[src/cbs_map.svh]
// register offsets, field positions, reset values and protocol constants
`ifndef CBS_MAP_SVH
`define CBS_MAP_SVH

// slave address: fixed upper nibble, low three bits from strap
`define CBS_ADDR_HI        4'hD
// register indexes
`define CBS_REG_OUT_EN     8'h00
`define CBS_REG_PLL        8'h01
// output enable register: enable bits for outputs 3..0
`define CBS_OUT3_EN_BIT    6
`define CBS_OUT2_EN_BIT    4
`define CBS_OUT1_EN_BIT    3
`define CBS_OUT0_EN_BIT    1
`define CBS_OUT_EN_RESET   8'h5A
`define CBS_OUT_EN_WMASK   8'h5A
// pll mode and swing register, low six bits are stored
`define CBS_PLL_SW_SEL_BIT 5
`define CBS_PLL_SOFT_HI    4
`define CBS_PLL_SOFT_LO    3
`define CBS_SWING_HI       1
`define CBS_SWING_LO       0
`define CBS_PLL_RESET      6'h06
`define CBS_PLL_WMASK      6'h3B
// byte count returned at the head of a block read
`define CBS_READ_COUNT     8'h02
// bits per byte on the link
`define CBS_BYTE_BITS      4'h8
// sequence numbers of bytes inside a transaction
`define CBS_BYTE_ADDR      2'h0
`define CBS_BYTE_INDEX     2'h1
`define CBS_BYTE_COUNT     2'h2
`define CBS_BYTE_DATA      2'h3

`endif

[src/cbs_pkg.sv]
// types shared by the clock buffer control block
package cbs_pkg;

  // link engine states
  typedef enum logic [2:0] {
    CBS_IDLE,   // waiting for a start
    CBS_RECV,   // shifting in a byte
    CBS_ACK,    // holding the acknowledge low
    CBS_SEND,   // shifting out a byte
    CBS_MACK    // sampling the master acknowledge
  } cbs_state_t;

  // two-bit pll mode code
  typedef logic [1:0] cbs_mode_t;

endpackage : cbs_pkg

[src/cbs_smbus_top.sv]
// smbus slave holding the output enable and pll mode / swing registers
`include "cbs_map.svh"

// How it works
// [RULE_01] slave only, block read and write
// [RULE_02] stop after any byte ends cleanly
// [RULE_03] address 1101 plus three strap bits
// [RULE_04] write: index, count, data; all acked
// [RULE_05] read: index, restart, count, then data
// [RULE_06] byte 0 holds four enables, reset one
// [RULE_07] cleared enable overrides pin, parks output
// [RULE_08] byte 1 bits 7:6 read latched strap
// [RULE_09] bit 5 picks strap or software mode
// [RULE_10] bits 4:3 software mode, reset zero
// [RULE_11] bits 1:0 swing, reset binary 10
// [RULE_12] software mode ignored unless bit 5 set
// [RULE_13] index steps after every data byte
// [RULE_14] reserved and read-only bits ignore writes
module cbs_smbus_top (
  input  wire logic             clk_sys,             // system clock, 25 MHz
  input  wire logic             rst,                 // synchronous reset
  input  wire logic             ce,                  // clock enable
  input  wire logic             scl_in,              // smbus clock pin level
  input  wire logic             sda_in,              // smbus data pin level
  output logic                  sda_out,             // data drive value, always low
  output logic                  sda_oe,              // high while pulling data low
  input  wire logic [2:0]       address_strap_pin,   // low address bits strap
  input  wire cbs_pkg::cbs_mode_t bandwidth_strap_pin, // pll mode strap
  input  wire logic [3:0]       out_enable_pin_n,    // per-output enable pins
  output logic [3:0]            out_run,             // output running, else parked
  output cbs_pkg::cbs_mode_t    pll_mode,            // effective pll mode
  output logic [1:0]            swing_select         // output swing code
);
  import cbs_pkg::*;

  logic       scl_s;     // synchronised clock
  logic       sda_s;     // synchronised data
  logic [2:0] adr_s;     // synchronised address strap
  cbs_mode_t  bw_s;      // synchronised bandwidth strap
  logic [3:0] oen_s;     // synchronised enable pins

  // all pins cross into the system clock through two flops
  cbs_sync #(.WIDTH(11)) u_sync (
    .clk_sys (clk_sys),
    .ce      (ce),
    .d       ({scl_in, sda_in, address_strap_pin, bandwidth_strap_pin, out_enable_pin_n}),
    .q       ({scl_s, sda_s, adr_s, bw_s, oen_s})
  );

  // link engine state
  cbs_state_t st_reg,    st_next;     // engine state
  logic [3:0] bit_reg,   bit_next;    // bits shifted in this byte
  logic [7:0] sh_reg,    sh_next;     // shift register
  logic [1:0] seq_reg,   seq_next;    // byte position in transaction
  logic       rd_reg,    rd_next;     // read direction
  logic       mack_reg,  mack_next;   // master acked last byte
  logic [7:0] idx_reg,   idx_next;    // register index
  logic       oe_reg,    oe_next;     // data pull-down
  logic       scl_p_reg, scl_p_next;  // previous clock level
  logic       sda_p_reg, sda_p_next;  // previous data level
  // register file and straps
  logic [7:0] en_reg,    en_next;     // output enable register
  logic [5:0] pll_reg,   pll_next;    // pll mode / swing stored bits
  cbs_mode_t  bwl_reg,   bwl_next;    // latched bandwidth strap
  logic [2:0] adl_reg,   adl_next;    // latched address strap
  logic       lat_reg,   lat_next;    // straps have been caught
  // output flops
  logic [3:0] run_reg,   run_next;    // running outputs
  cbs_mode_t  mode_reg,  mode_next;   // effective pll mode
  logic [1:0] swg_reg,   swg_next;    // swing code

  logic scl_rise;   // clock rising edge
  logic scl_fall;   // clock falling edge
  logic start_det;  // start or repeated start
  logic stop_det;   // stop

  // bus condition detection on synchronised levels
  always_comb begin
    scl_rise  = scl_s & ~scl_p_reg;
    scl_fall  = ~scl_s & scl_p_reg;
    start_det = scl_s & scl_p_reg & sda_p_reg & ~sda_s;
    stop_det  = scl_s & scl_p_reg & ~sda_p_reg & sda_s;
  end

  // readback of a register location
  function automatic logic [7:0] rd_byte(input logic [7:0] i, input logic [7:0] en,
                                         input logic [5:0] pl, input cbs_mode_t bw);
    logic [7:0] v;
    v = 8'h00;
    if (i == `CBS_REG_OUT_EN) begin
      v = en;
    end else if (i == `CBS_REG_PLL) begin
      v = {bw, pl}; // RULE_08
    end
    return v;
  endfunction : rd_byte

  // link engine and register writes
  always_comb begin
    logic [7:0] b;
    logic [7:0] nb;
    b          = sh_reg;
    nb         = 8'h00;
    st_next    = st_reg;
    bit_next   = bit_reg;
    sh_next    = sh_reg;
    seq_next   = seq_reg;
    rd_next    = rd_reg;
    mack_next  = mack_reg;
    idx_next   = idx_reg;
    oe_next    = oe_reg;
    en_next    = en_reg;
    pll_next   = pll_reg;
    scl_p_next = scl_s;
    sda_p_next = sda_s;
    if (start_det) begin
      // start or restart: new address byte, index kept
      st_next  = CBS_RECV;
      bit_next = 4'h0;
      seq_next = `CBS_BYTE_ADDR;
      oe_next  = 1'b0;
    end else if (stop_det) begin
      // stop after any byte just ends the transfer
      st_next = CBS_IDLE; // RULE_02
      oe_next = 1'b0;
    end else begin
      unique case (st_reg)
        CBS_IDLE: begin
          // ignore traffic until a start
          oe_next = 1'b0;
        end
        CBS_RECV: begin
          if (scl_rise) begin
            // shift in msb first
            sh_next  = {sh_reg[6:0], sda_s};
            bit_next = bit_reg + 4'h1;
          end else if (scl_fall && bit_reg == `CBS_BYTE_BITS) begin
            bit_next = 4'h0;
            st_next  = CBS_ACK;
            oe_next  = 1'b1; // RULE_04
            unique case (seq_reg)
              `CBS_BYTE_ADDR: begin
                if (b[7:1] == {`CBS_ADDR_HI, adl_reg}) begin // RULE_03
                  rd_next  = b[0]; // RULE_01
                  seq_next = `CBS_BYTE_INDEX;
                end else begin
                  // not our address: stay off the bus
                  st_next = CBS_IDLE;
                  oe_next = 1'b0;
                end
              end
              `CBS_BYTE_INDEX: begin
                idx_next = b; // RULE_04
                seq_next = `CBS_BYTE_COUNT;
              end
              `CBS_BYTE_COUNT: begin
                // count taken, stop ends the burst
                seq_next = `CBS_BYTE_DATA;
              end
              `CBS_BYTE_DATA: begin
                if (idx_reg == `CBS_REG_OUT_EN) begin
                  en_next = (b & `CBS_OUT_EN_WMASK) | (en_reg & ~`CBS_OUT_EN_WMASK); // RULE_14
                end else if (idx_reg == `CBS_REG_PLL) begin
                  pll_next = (b[5:0] & `CBS_PLL_WMASK) | (pll_reg & ~`CBS_PLL_WMASK); // RULE_14
                end
                idx_next = idx_reg + 8'h01; // RULE_13
              end
            endcase
          end
        end
        CBS_ACK: begin
          if (scl_fall) begin
            if (rd_reg) begin
              // read: count byte goes out first
              nb       = `CBS_READ_COUNT;
              sh_next  = nb; // RULE_05
              oe_next  = ~nb[7];
              bit_next = 4'h0;
              st_next  = CBS_SEND;
            end else begin
              oe_next = 1'b0;
              st_next = CBS_RECV;
            end
          end
        end
        CBS_SEND: begin
          if (scl_rise) begin
            bit_next = bit_reg + 4'h1;
          end else if (scl_fall) begin
            if (bit_reg == `CBS_BYTE_BITS) begin
              // release for the master acknowledge
              oe_next  = 1'b0;
              bit_next = 4'h0;
              st_next  = CBS_MACK;
            end else begin
              sh_next = {sh_reg[6:0], 1'b0};
              oe_next = ~sh_reg[6];
            end
          end
        end
        CBS_MACK: begin
          if (scl_rise) begin
            mack_next = ~sda_s;
          end else if (scl_fall) begin
            if (mack_reg) begin
              // ack: next data byte, index steps
              nb       = rd_byte(idx_reg, en_reg, pll_reg, bwl_reg); // RULE_05
              sh_next  = nb;
              oe_next  = ~nb[7];
              idx_next = idx_reg + 8'h01; // RULE_13
              st_next  = CBS_SEND;
            end else begin
              // nack ends the read, wait for stop
              st_next = CBS_IDLE; // RULE_05
            end
          end
        end
      endcase
    end
  end

  // strap latch and output decode
  always_comb begin
    adl_next  = adl_reg;
    bwl_next  = bwl_reg;
    lat_next  = lat_reg;
    if (!lat_reg) begin
      // catch straps once after reset release
      adl_next = adr_s; // RULE_03
      bwl_next = bw_s;  // RULE_08
      lat_next = 1'b1;
    end
    // cleared enable bit overrides pin, output parked low/low
    run_next = {en_reg[`CBS_OUT3_EN_BIT], en_reg[`CBS_OUT2_EN_BIT],
                en_reg[`CBS_OUT1_EN_BIT], en_reg[`CBS_OUT0_EN_BIT]} & ~oen_s; // RULE_07
    // software mode only when select bit set
    mode_next = pll_reg[`CBS_PLL_SW_SEL_BIT] ?
                pll_reg[`CBS_PLL_SOFT_HI:`CBS_PLL_SOFT_LO] : bwl_reg; // RULE_09 RULE_12
    swg_next  = pll_reg[`CBS_SWING_HI:`CBS_SWING_LO]; // RULE_11
  end

  // register all state, frozen while ce low
  always_ff @(posedge clk_sys) begin
    if (rst) begin
      st_reg    <= CBS_IDLE;
      bit_reg   <= 4'h0;
      sh_reg    <= 8'h00;
      seq_reg   <= `CBS_BYTE_ADDR;
      rd_reg    <= 1'b0;
      mack_reg  <= 1'b0;
      idx_reg   <= 8'h00;
      oe_reg    <= 1'b0;
      scl_p_reg <= 1'b1;
      sda_p_reg <= 1'b1;
      en_reg    <= `CBS_OUT_EN_RESET; // RULE_06
      pll_reg   <= `CBS_PLL_RESET;    // RULE_10 RULE_11
      bwl_reg   <= 2'h0;
      adl_reg   <= 3'h0;
      lat_reg   <= 1'b0;
      run_reg   <= 4'h0;
      mode_reg  <= 2'h0;
      swg_reg   <= 2'h0;
    end else if (ce) begin
      st_reg    <= st_next;
      bit_reg   <= bit_next;
      sh_reg    <= sh_next;
      seq_reg   <= seq_next;
      rd_reg    <= rd_next;
      mack_reg  <= mack_next;
      idx_reg   <= idx_next;
      oe_reg    <= oe_next;
      scl_p_reg <= scl_p_next;
      sda_p_reg <= sda_p_next;
      en_reg    <= en_next;
      pll_reg   <= pll_next;
      bwl_reg   <= bwl_next;
      adl_reg   <= adl_next;
      lat_reg   <= lat_next;
      run_reg   <= run_next;
      mode_reg  <= mode_next;
      swg_reg   <= swg_next;
    end
  end

  // outputs straight from flops; open-drain data only ever pulls low
  always_comb begin
    sda_out      = 1'b0;
    sda_oe       = oe_reg;
    out_run      = run_reg;
    pll_mode     = mode_reg;
    swing_select = swg_reg;
  end

endmodule : cbs_smbus_top

[src/cbs_sync.sv]
// two-flop synchroniser for inputs from outside the clock domain
module cbs_sync #(
  parameter int WIDTH = 1  // number of bits synchronised
) (
  input  wire logic             clk_sys,  // system clock
  input  wire logic             ce,       // clock enable
  input  wire logic [WIDTH-1:0] d,        // asynchronous input
  output logic      [WIDTH-1:0] q         // synchronised output
);

  logic [WIDTH-1:0] meta_reg;  // first stage, read only by second
  logic [WIDTH-1:0] meta_next; // first stage next value
  logic [WIDTH-1:0] q_next;    // second stage next value

  // while enabled the first stage follows the input and the second stage follows the first
  always_comb begin
    meta_next = ce ? d : meta_reg;
    q_next    = ce ? meta_reg : q;
  end

  // both stages registered, no reset; two enabled edges fill them
  always_ff @(posedge clk_sys) begin
    meta_reg <= meta_next;
    q        <= q_next;
  end

endmodule : cbs_sync

[config.mk]
export PLATFORM = sky130hd
export DESIGN_NAME = cbs_smbus_top
export DESIGN_NICKNAME = d
export VERILOG_FILES = /design/src/cbs_pkg.sv /design/src/cbs_smbus_top.sv /design/src/cbs_sync.sv
export VERILOG_INCLUDE_DIRS = /design/src
export SDC_FILE = /design/constraint.sdc
export NUM_CORES = 1
export LEC_CHECK = 0
export ABC_CLOCK_PERIOD_IN_PS = 2700
export CAP_MARGIN = 30
export CORE_ASPECT_RATIO = 1.4
export CORE_MARGIN = 1.5
export CORE_UTILIZATION = 60
export DETAILED_ROUTE_END_ITERATION = 8
export DONT_BUFFER_PORTS = 1
export MAX_ROUTING_LAYER = met4
export PLACE_DENSITY = 0.76
export SYNTH_ARGS = -nofsm -noshare
export SYNTH_HDL_FRONTEND = slang
export SYNTH_SLANG_ARGS = --single-unit
[constraint.sdc]
create_clock -name clk_sys -period 2.7 [get_ports clk_sys]
set_clock_uncertainty 0.2 [all_clocks]
set_input_delay 0.54 -clock clk_sys [delete_from_list [all_inputs] [get_ports clk_sys]]
set_output_delay 0.54 -clock clk_sys [all_outputs]
set_load 0.01 [all_outputs]
Yosys cells after proc, flatten, opt, wreduce, memory -nomap -nowiden:

Cells that the tools add are included.

* bits in registers: 80
* input port bits: 14
* output and inout port bits: 10
* word-level logic and storage cells: 178

* $add $sub $neg: 2
* equality and inequality tests: 39
* muxes and demuxes: 73
* bitwise operators: 22
* reduce and logical (&&, ||, !) cells: 22

Operators with widths (count)
* two-way mux 8 bit: 22
* != test 4 bit (second input constant): 12
* two-way mux 4 bit: 9
* case mux 8 bit (2 select lines): 2
* case mux 8 bit (4 select lines): 1
* two-way mux 3 bit: 10
* != test 2 bit (second input constant): 12
* AND reduction 8 bit: 3
* two-way mux 2 bit: 11
* AND reduction 10 bit: 2
* AND reduction 9 bit: 2
* two-way mux 1 bit: 14
* AND reduction 13 bit: 1
* case mux 3 bit (4 select lines): 1
* case mux 4 bit (3 select lines): 1
* nonzero test 4 bit: 3
* NOT 1 bit: 11
* != test 3 bit (second input constant): 3
* adder 8 x 1 -> 8 bit (second input constant): 1
* equality test 8 x 1 -> 1 bit (second input constant): 1
* zero test 8 bit: 1
* bitwise OR 7 x 8 -> 8 bit: 1
* AND 1 bit: 7
* equality test 7 bit: 1
* 22 further kinds: 26

Longest topological paths before layout:

* depth after elaboration: 16
* gate-level depth with buffers: 10
* gate-level depth less buffers: 7

Modules after synthesis:

From an unflattened synthesis, not the netlist that was laid out.

* cell total of the unflattened synthesis: 393
* area total of the unflattened synthesis: 3741.1 µm²

By module, submodules not included
* cbs_smbus_top: instances 1, cells an instance 371, area each 3080.5 µm², sequential area each 1061.0 µm²
* cbs_sync: instances 1, cells an instance 22, area each 660.6 µm², sequential area each 660.6 µm²

Worst setup path after synthesis:

OpenSTA, ideal clock, no wires.

* path kind: register to register
* start: register u_sync.q[10]
* end: register pll_reg[1]
* library setup time: 0.130 ns
* arrival: 2.002 ns
* required time: 2.370 ns
* slack: 0.368 ns
* cell stages (with the launch flop): 10
* buffers on the path: 2
* period minus slack after synthesis: 2.332 ns
* path through: edfxtp_1 > inv_1 > ha_1 > buf_2 > nand4b_1 > nor4_1 > nor4bb_1 > buf_2 > mux2i_1 > nand2_1

* longest elaborated chain between the ends: 5
* elaborated cells on any way between the ends: 13
* classes of those cells: bitwise: 11; reduce/logical: 2

Ends and longest elaborated chain
* start: declaration: line cbs_sync.sv:8 `output logic [WIDTH-1:0] q`
* start signal: assignment: line cbs_sync.sv:24 `q <= q_next;`
* AND 1 bit: line cbs_smbus_top.sv:81, cbs_smbus_top.sv:82
* AND 1 bit (on tied branches) (2 in series): line cbs_smbus_top.sv:82, cbs_smbus_top.sv:81
* NOT 1 bit (no line)
* AND reduction 9 bit (no line) *
* end signal: assignment: line cbs_smbus_top.sv:256 `` pll_reg <= `CBS_PLL_RESET; ``
* end signal: assignment: line cbs_smbus_top.sv:275 `pll_reg <= pll_next;`
* end: declaration: line cbs_smbus_top.sv:63 `logic [5:0] pll_reg, pll_next;`

Mark *: on every way between the ends. The rest lies on a longest branch, timed or not.
A chain may end at the register's enable or synchronous reset.

Final worst setup path:

* start: register st_reg[2]
* end: register sh_reg[3]

* longest elaborated chain between the ends: 3
* elaborated cells on any way between the ends: 16
* classes of those cells: eq/ne: 13; mux: 1; reduce/logical: 2

Ends and longest elaborated chain
* start: declaration: line cbs_smbus_top.sv:51 `cbs_state_t st_reg, st_next;`
* start signal: assignment: line cbs_smbus_top.sv:264 `st_reg <= st_next;`
* equality test 3 bit (tied with other cells): line cbs_smbus_top.sv:127 `unique case (st_reg)`
* nonzero test 4 bit (no line) / != test 2 bit (equally long branches)
* AND reduction 13 bit (no line)
* end signal: assignment: line cbs_smbus_top.sv:266 `sh_reg <= sh_next;`
* end: declaration: line cbs_smbus_top.sv:53 `logic [7:0] sh_reg, sh_next;`

Several ways; a longest one is shown, not always the timed one.

==> flow_metrics.py <==
metrics = {
    "global_routing": {
        "grt_pass1_wl_um": 13000,
        "grt_pass1_vias": 2771,
        "grt_max_degree": 43,
        "grt_overflow": 0,
        "antenna_found_initial": 0,
        "grt_use_total_pct": 25.5,
    },
    "sta": {
        "period_needed_ns": 2.48,
        "slew_viol_final": 0,
        "fin_setup_tns_ns": 0,
        "slew_headroom_pct": 41.7,
        "finalHoldViolCount": 0,
        "fin_crit_sh_pct": 92.0,
        "tightest_slew_ns": 0.871,
        "rsz0062_at_grt": "no",
        "fmax_mhz": 402,
        "setup_viol": 0,
    },
    "cells_and_area": {
        "area_delta_synth_final_pct": 7.22,
        "postLayoutCoreUtil_pct": 67.5,
        "fin_nets": 413,
        "drive_gt1_share_pct": 10.7,
        "n_antenna_cell": 0,
    },
    "synth": {
        "yosys.area.top_type_share_pct": 28.3,
        "synthArstFlopShare_pct": 0,
        "syn-num-nets": 413,
        "synthTopCellsByArea": "dfxtp_1, edfxtp_1, mux2i_1",
        "synth_most_common_cell": "dfxtp_1",
        "yosysWarnings": 0,
        "synth_edf_count": 22,
        "yosys.area.top_type": "dfxtp_1",
        "avgSynthCellArea_um2": 9.67,
        "syn_area_um2": 3740,
        "ys_seq_elements": 75,
        "synth_cells": 387,
        "yosys_most_used_dff": "dfxtp_1",
        "synth_commonest_cells": "dfxtp_1, nor2_1, nand2_1",
        "ys_seq_area_share_pct": 46.0,
        "ys_types": 68,
    },
    "die": {
        "row_count": 33,
        "io_pins": 24,
        "die-area_um2": 6730,
        "initial_utilization_pct": 63.0,
        "die_x_um": 69.8,
        "core_area_um2": 5950,
        "die_y_um": 96.5,
    },
    "cts": {
        "postCtsSetupRepairBufs": 0,
        "clk_pin_slew_ns": 0.08,
        "cts_tree": "done",
        "cts.htree.levels": 3,
        "insertion_delay_ns": 0.35,
        "cts_sinks": 75,
        "cts_buffer_depth": 2,
        "numCtsBuffers": 9,
        "clockRootBuffer": "clkbuf_8",
        "cts_hold_buf": 0,
    },
    "drt": {
        "wl_met3_um": 460,
        "wl_met1_um": 3450,
        "routedWlPerCell_um": 17.0,
        "drt-total-wl_um": 7850,
        "ant_nets": 0,
        "top_layer": "met4",
        "drtIter0Drc": 147,
        "firstDrtPassIters": 6,
        "via_count": 2920,
        "wl_met2_um": 3780,
        "drc": 0,
        "vias_per_cell": 6.32,
    },
    "power": {
        "clkPwrFrac_pct": 42.7,
        "combPwrFrac_pct": 4.1,
        "leakage_nw": 1.41,
        "seq_power_share_pct": 53.2,
        "ir_drop_uv": 559,
        "swShare_pct": 23.0,
        "p_sw_w": 0.000532,
        "intPower_w": 0.00178,
        "power_per_cell_area_nw_per_um2": 576,
    },
    "placed_design": {
        "hpwl_um": 5500,
        "place.gp.congestion": 0.853,
        "io_buffers": 0,
    },
    "flow_run": {
        "drv_cap": 0,
    },
    "critical_path": {
        "endpoint_kind": "flip-flop",
        "crit_family": "simple AND/OR/NAND/NOR gates",
        "crit_slowest_cell": "dfxtp_1",
        "path_cells": "or3b_1 > nor4_4 > a222oi_1 > a211oi_1",
        "cpPeakStageDelay_ns": 0.59,
        "required_ns": 2.76,
        "rrSetupSlack_ns": 0.22,
        "cp-start-kind": "flip-flop",
        "critPathMaxFanout": 15,
        "critPathBufInv": 0,
        "crit_type": "flip-flop to flip-flop",
        "worstPathArrival_ns": 2.55,
    },
    "status": {
        "status": "complete, no violations",
    },
    "worst_hold_path": {
        "hold_path.class": "input port to flip-flop",
    },
}
[worst reg2reg max path, delay by kind of cell (launching register included)]
kind | cells | cell delay [ns]
DFF | 1 | 0.59
AOI/OAI and AO/OA | 2 | 0.50
and+or+nand+nor | 2 | 1.11
[cells in the final DEF (no fill, tap or decap), drive strengths merged, types with 4 or more instances in the layout]
master and n:
a21oi 29, or4 4, clkbuf 9, o211ai 4, buf 10, nand3b 7, nand2b 6, a211oi 14
a31oi 5, xor2 4, dfxtp 53, nor3 5, mux2i 20, inv 19, ha 12, nand3 8
nor2 42, nand4b 4, nand2 32, edfxtp 22, nor4 4, nor2b 4, o21ai 12, nor3b 4
[cells by family (layout without fill, tap and decap cells)]
kind of cell,count (synthesis),in the layout,share of synthesized area (%)
AND/OR/NAND/NOR,139,139,20.3
AO/OA/AOI/OAI,97,97,18.0
flip-flops,75,75,46.0
buffers and inverters,38,43,5.01
multiplexers,21,21,5.65
adder cells (fa/ha/maj),12,12,4.01
XOR/XNOR,4,4,0.936
other,1,1,0.100
[layout make-up]
class                   count  area, um2
flip-flops and latches     75       1720
clock inverters             7        105
well taps                  70       87.6
multi-input cells         274       1840
inverters                  17       63.8
fillers                   493       1930
repair buffers             10       75.1
clock buffers               9        124
[metrics by stage]
| stage | setup WS, ns | total power, W | hold slack (ns) | cells | area [um2] |
|---|---|---|---|---|---|
| 2_1_floorplan | 0.368 | 0.00133 | 0.200 | 387 | 3740 |
| 3_3_place_gp | 0.294 | 0.00134 | 0.204 | 446 | 3780 |
| 3_5_place_dp | 0.189 | 0.00135 | 0.205 | 446 | 3780 |
| 4_1_cts | 0.171 | 0.00233 | 0.0422 | 462 | 4010 |
| 5_1_grt | 0.0223 | 0.00238 | 0.0449 | 462 | 4010 |
| 6_report | 0.215 | 0.00231 | 0.0553 | 462 | 4010 |
[power by group through the flow]
stage | clock (W) | combinational [W] | sequential (W)
after global routing | 0.00104 | 0.000104 | 0.00124
after floorplan | 0 | 0.0000847 | 0.00125
after CTS | 0.00100 | 0.0000931 | 0.00123
after detailed placement | 0 | 0.0000926 | 0.00126
final | 0.000987 | 0.0000936 | 0.00123
after global placement | 0 | 0.0000900 | 0.00125
[layer usage]
metal | GRT usage, % | vias to the layer above
met1 | 30.6 | 1383
met5 | - | -
met4 | 13.1 | 0
li1 | - | 1424
met3 | 4.25 | 16
met2 | 41.7 | 97
[worst paths after layout]
kind,from,end,cells past startpoint
min,rst,idx_reg[1]$_SDFFE_PP0P_,1
max reg2reg,st_reg[2]$_SDFFE_PP0P_,sh_reg[3]$_SDFFE_PP0P_,4
max,st_reg[2]$_SDFFE_PP0P_,sh_reg[3]$_SDFFE_PP0P_,4
min reg2reg,u_sync.meta_reg[10]$_DFFE_PP_,u_sync.q[10]$_DFFE_PP_,0
[what timing repair did]
item                                   CTS  global route
setup endpoints to repair                0             4
endpoints found under the hold margin    0             0
resized for setup                        0             1
(Power assumes the default switching activity.)
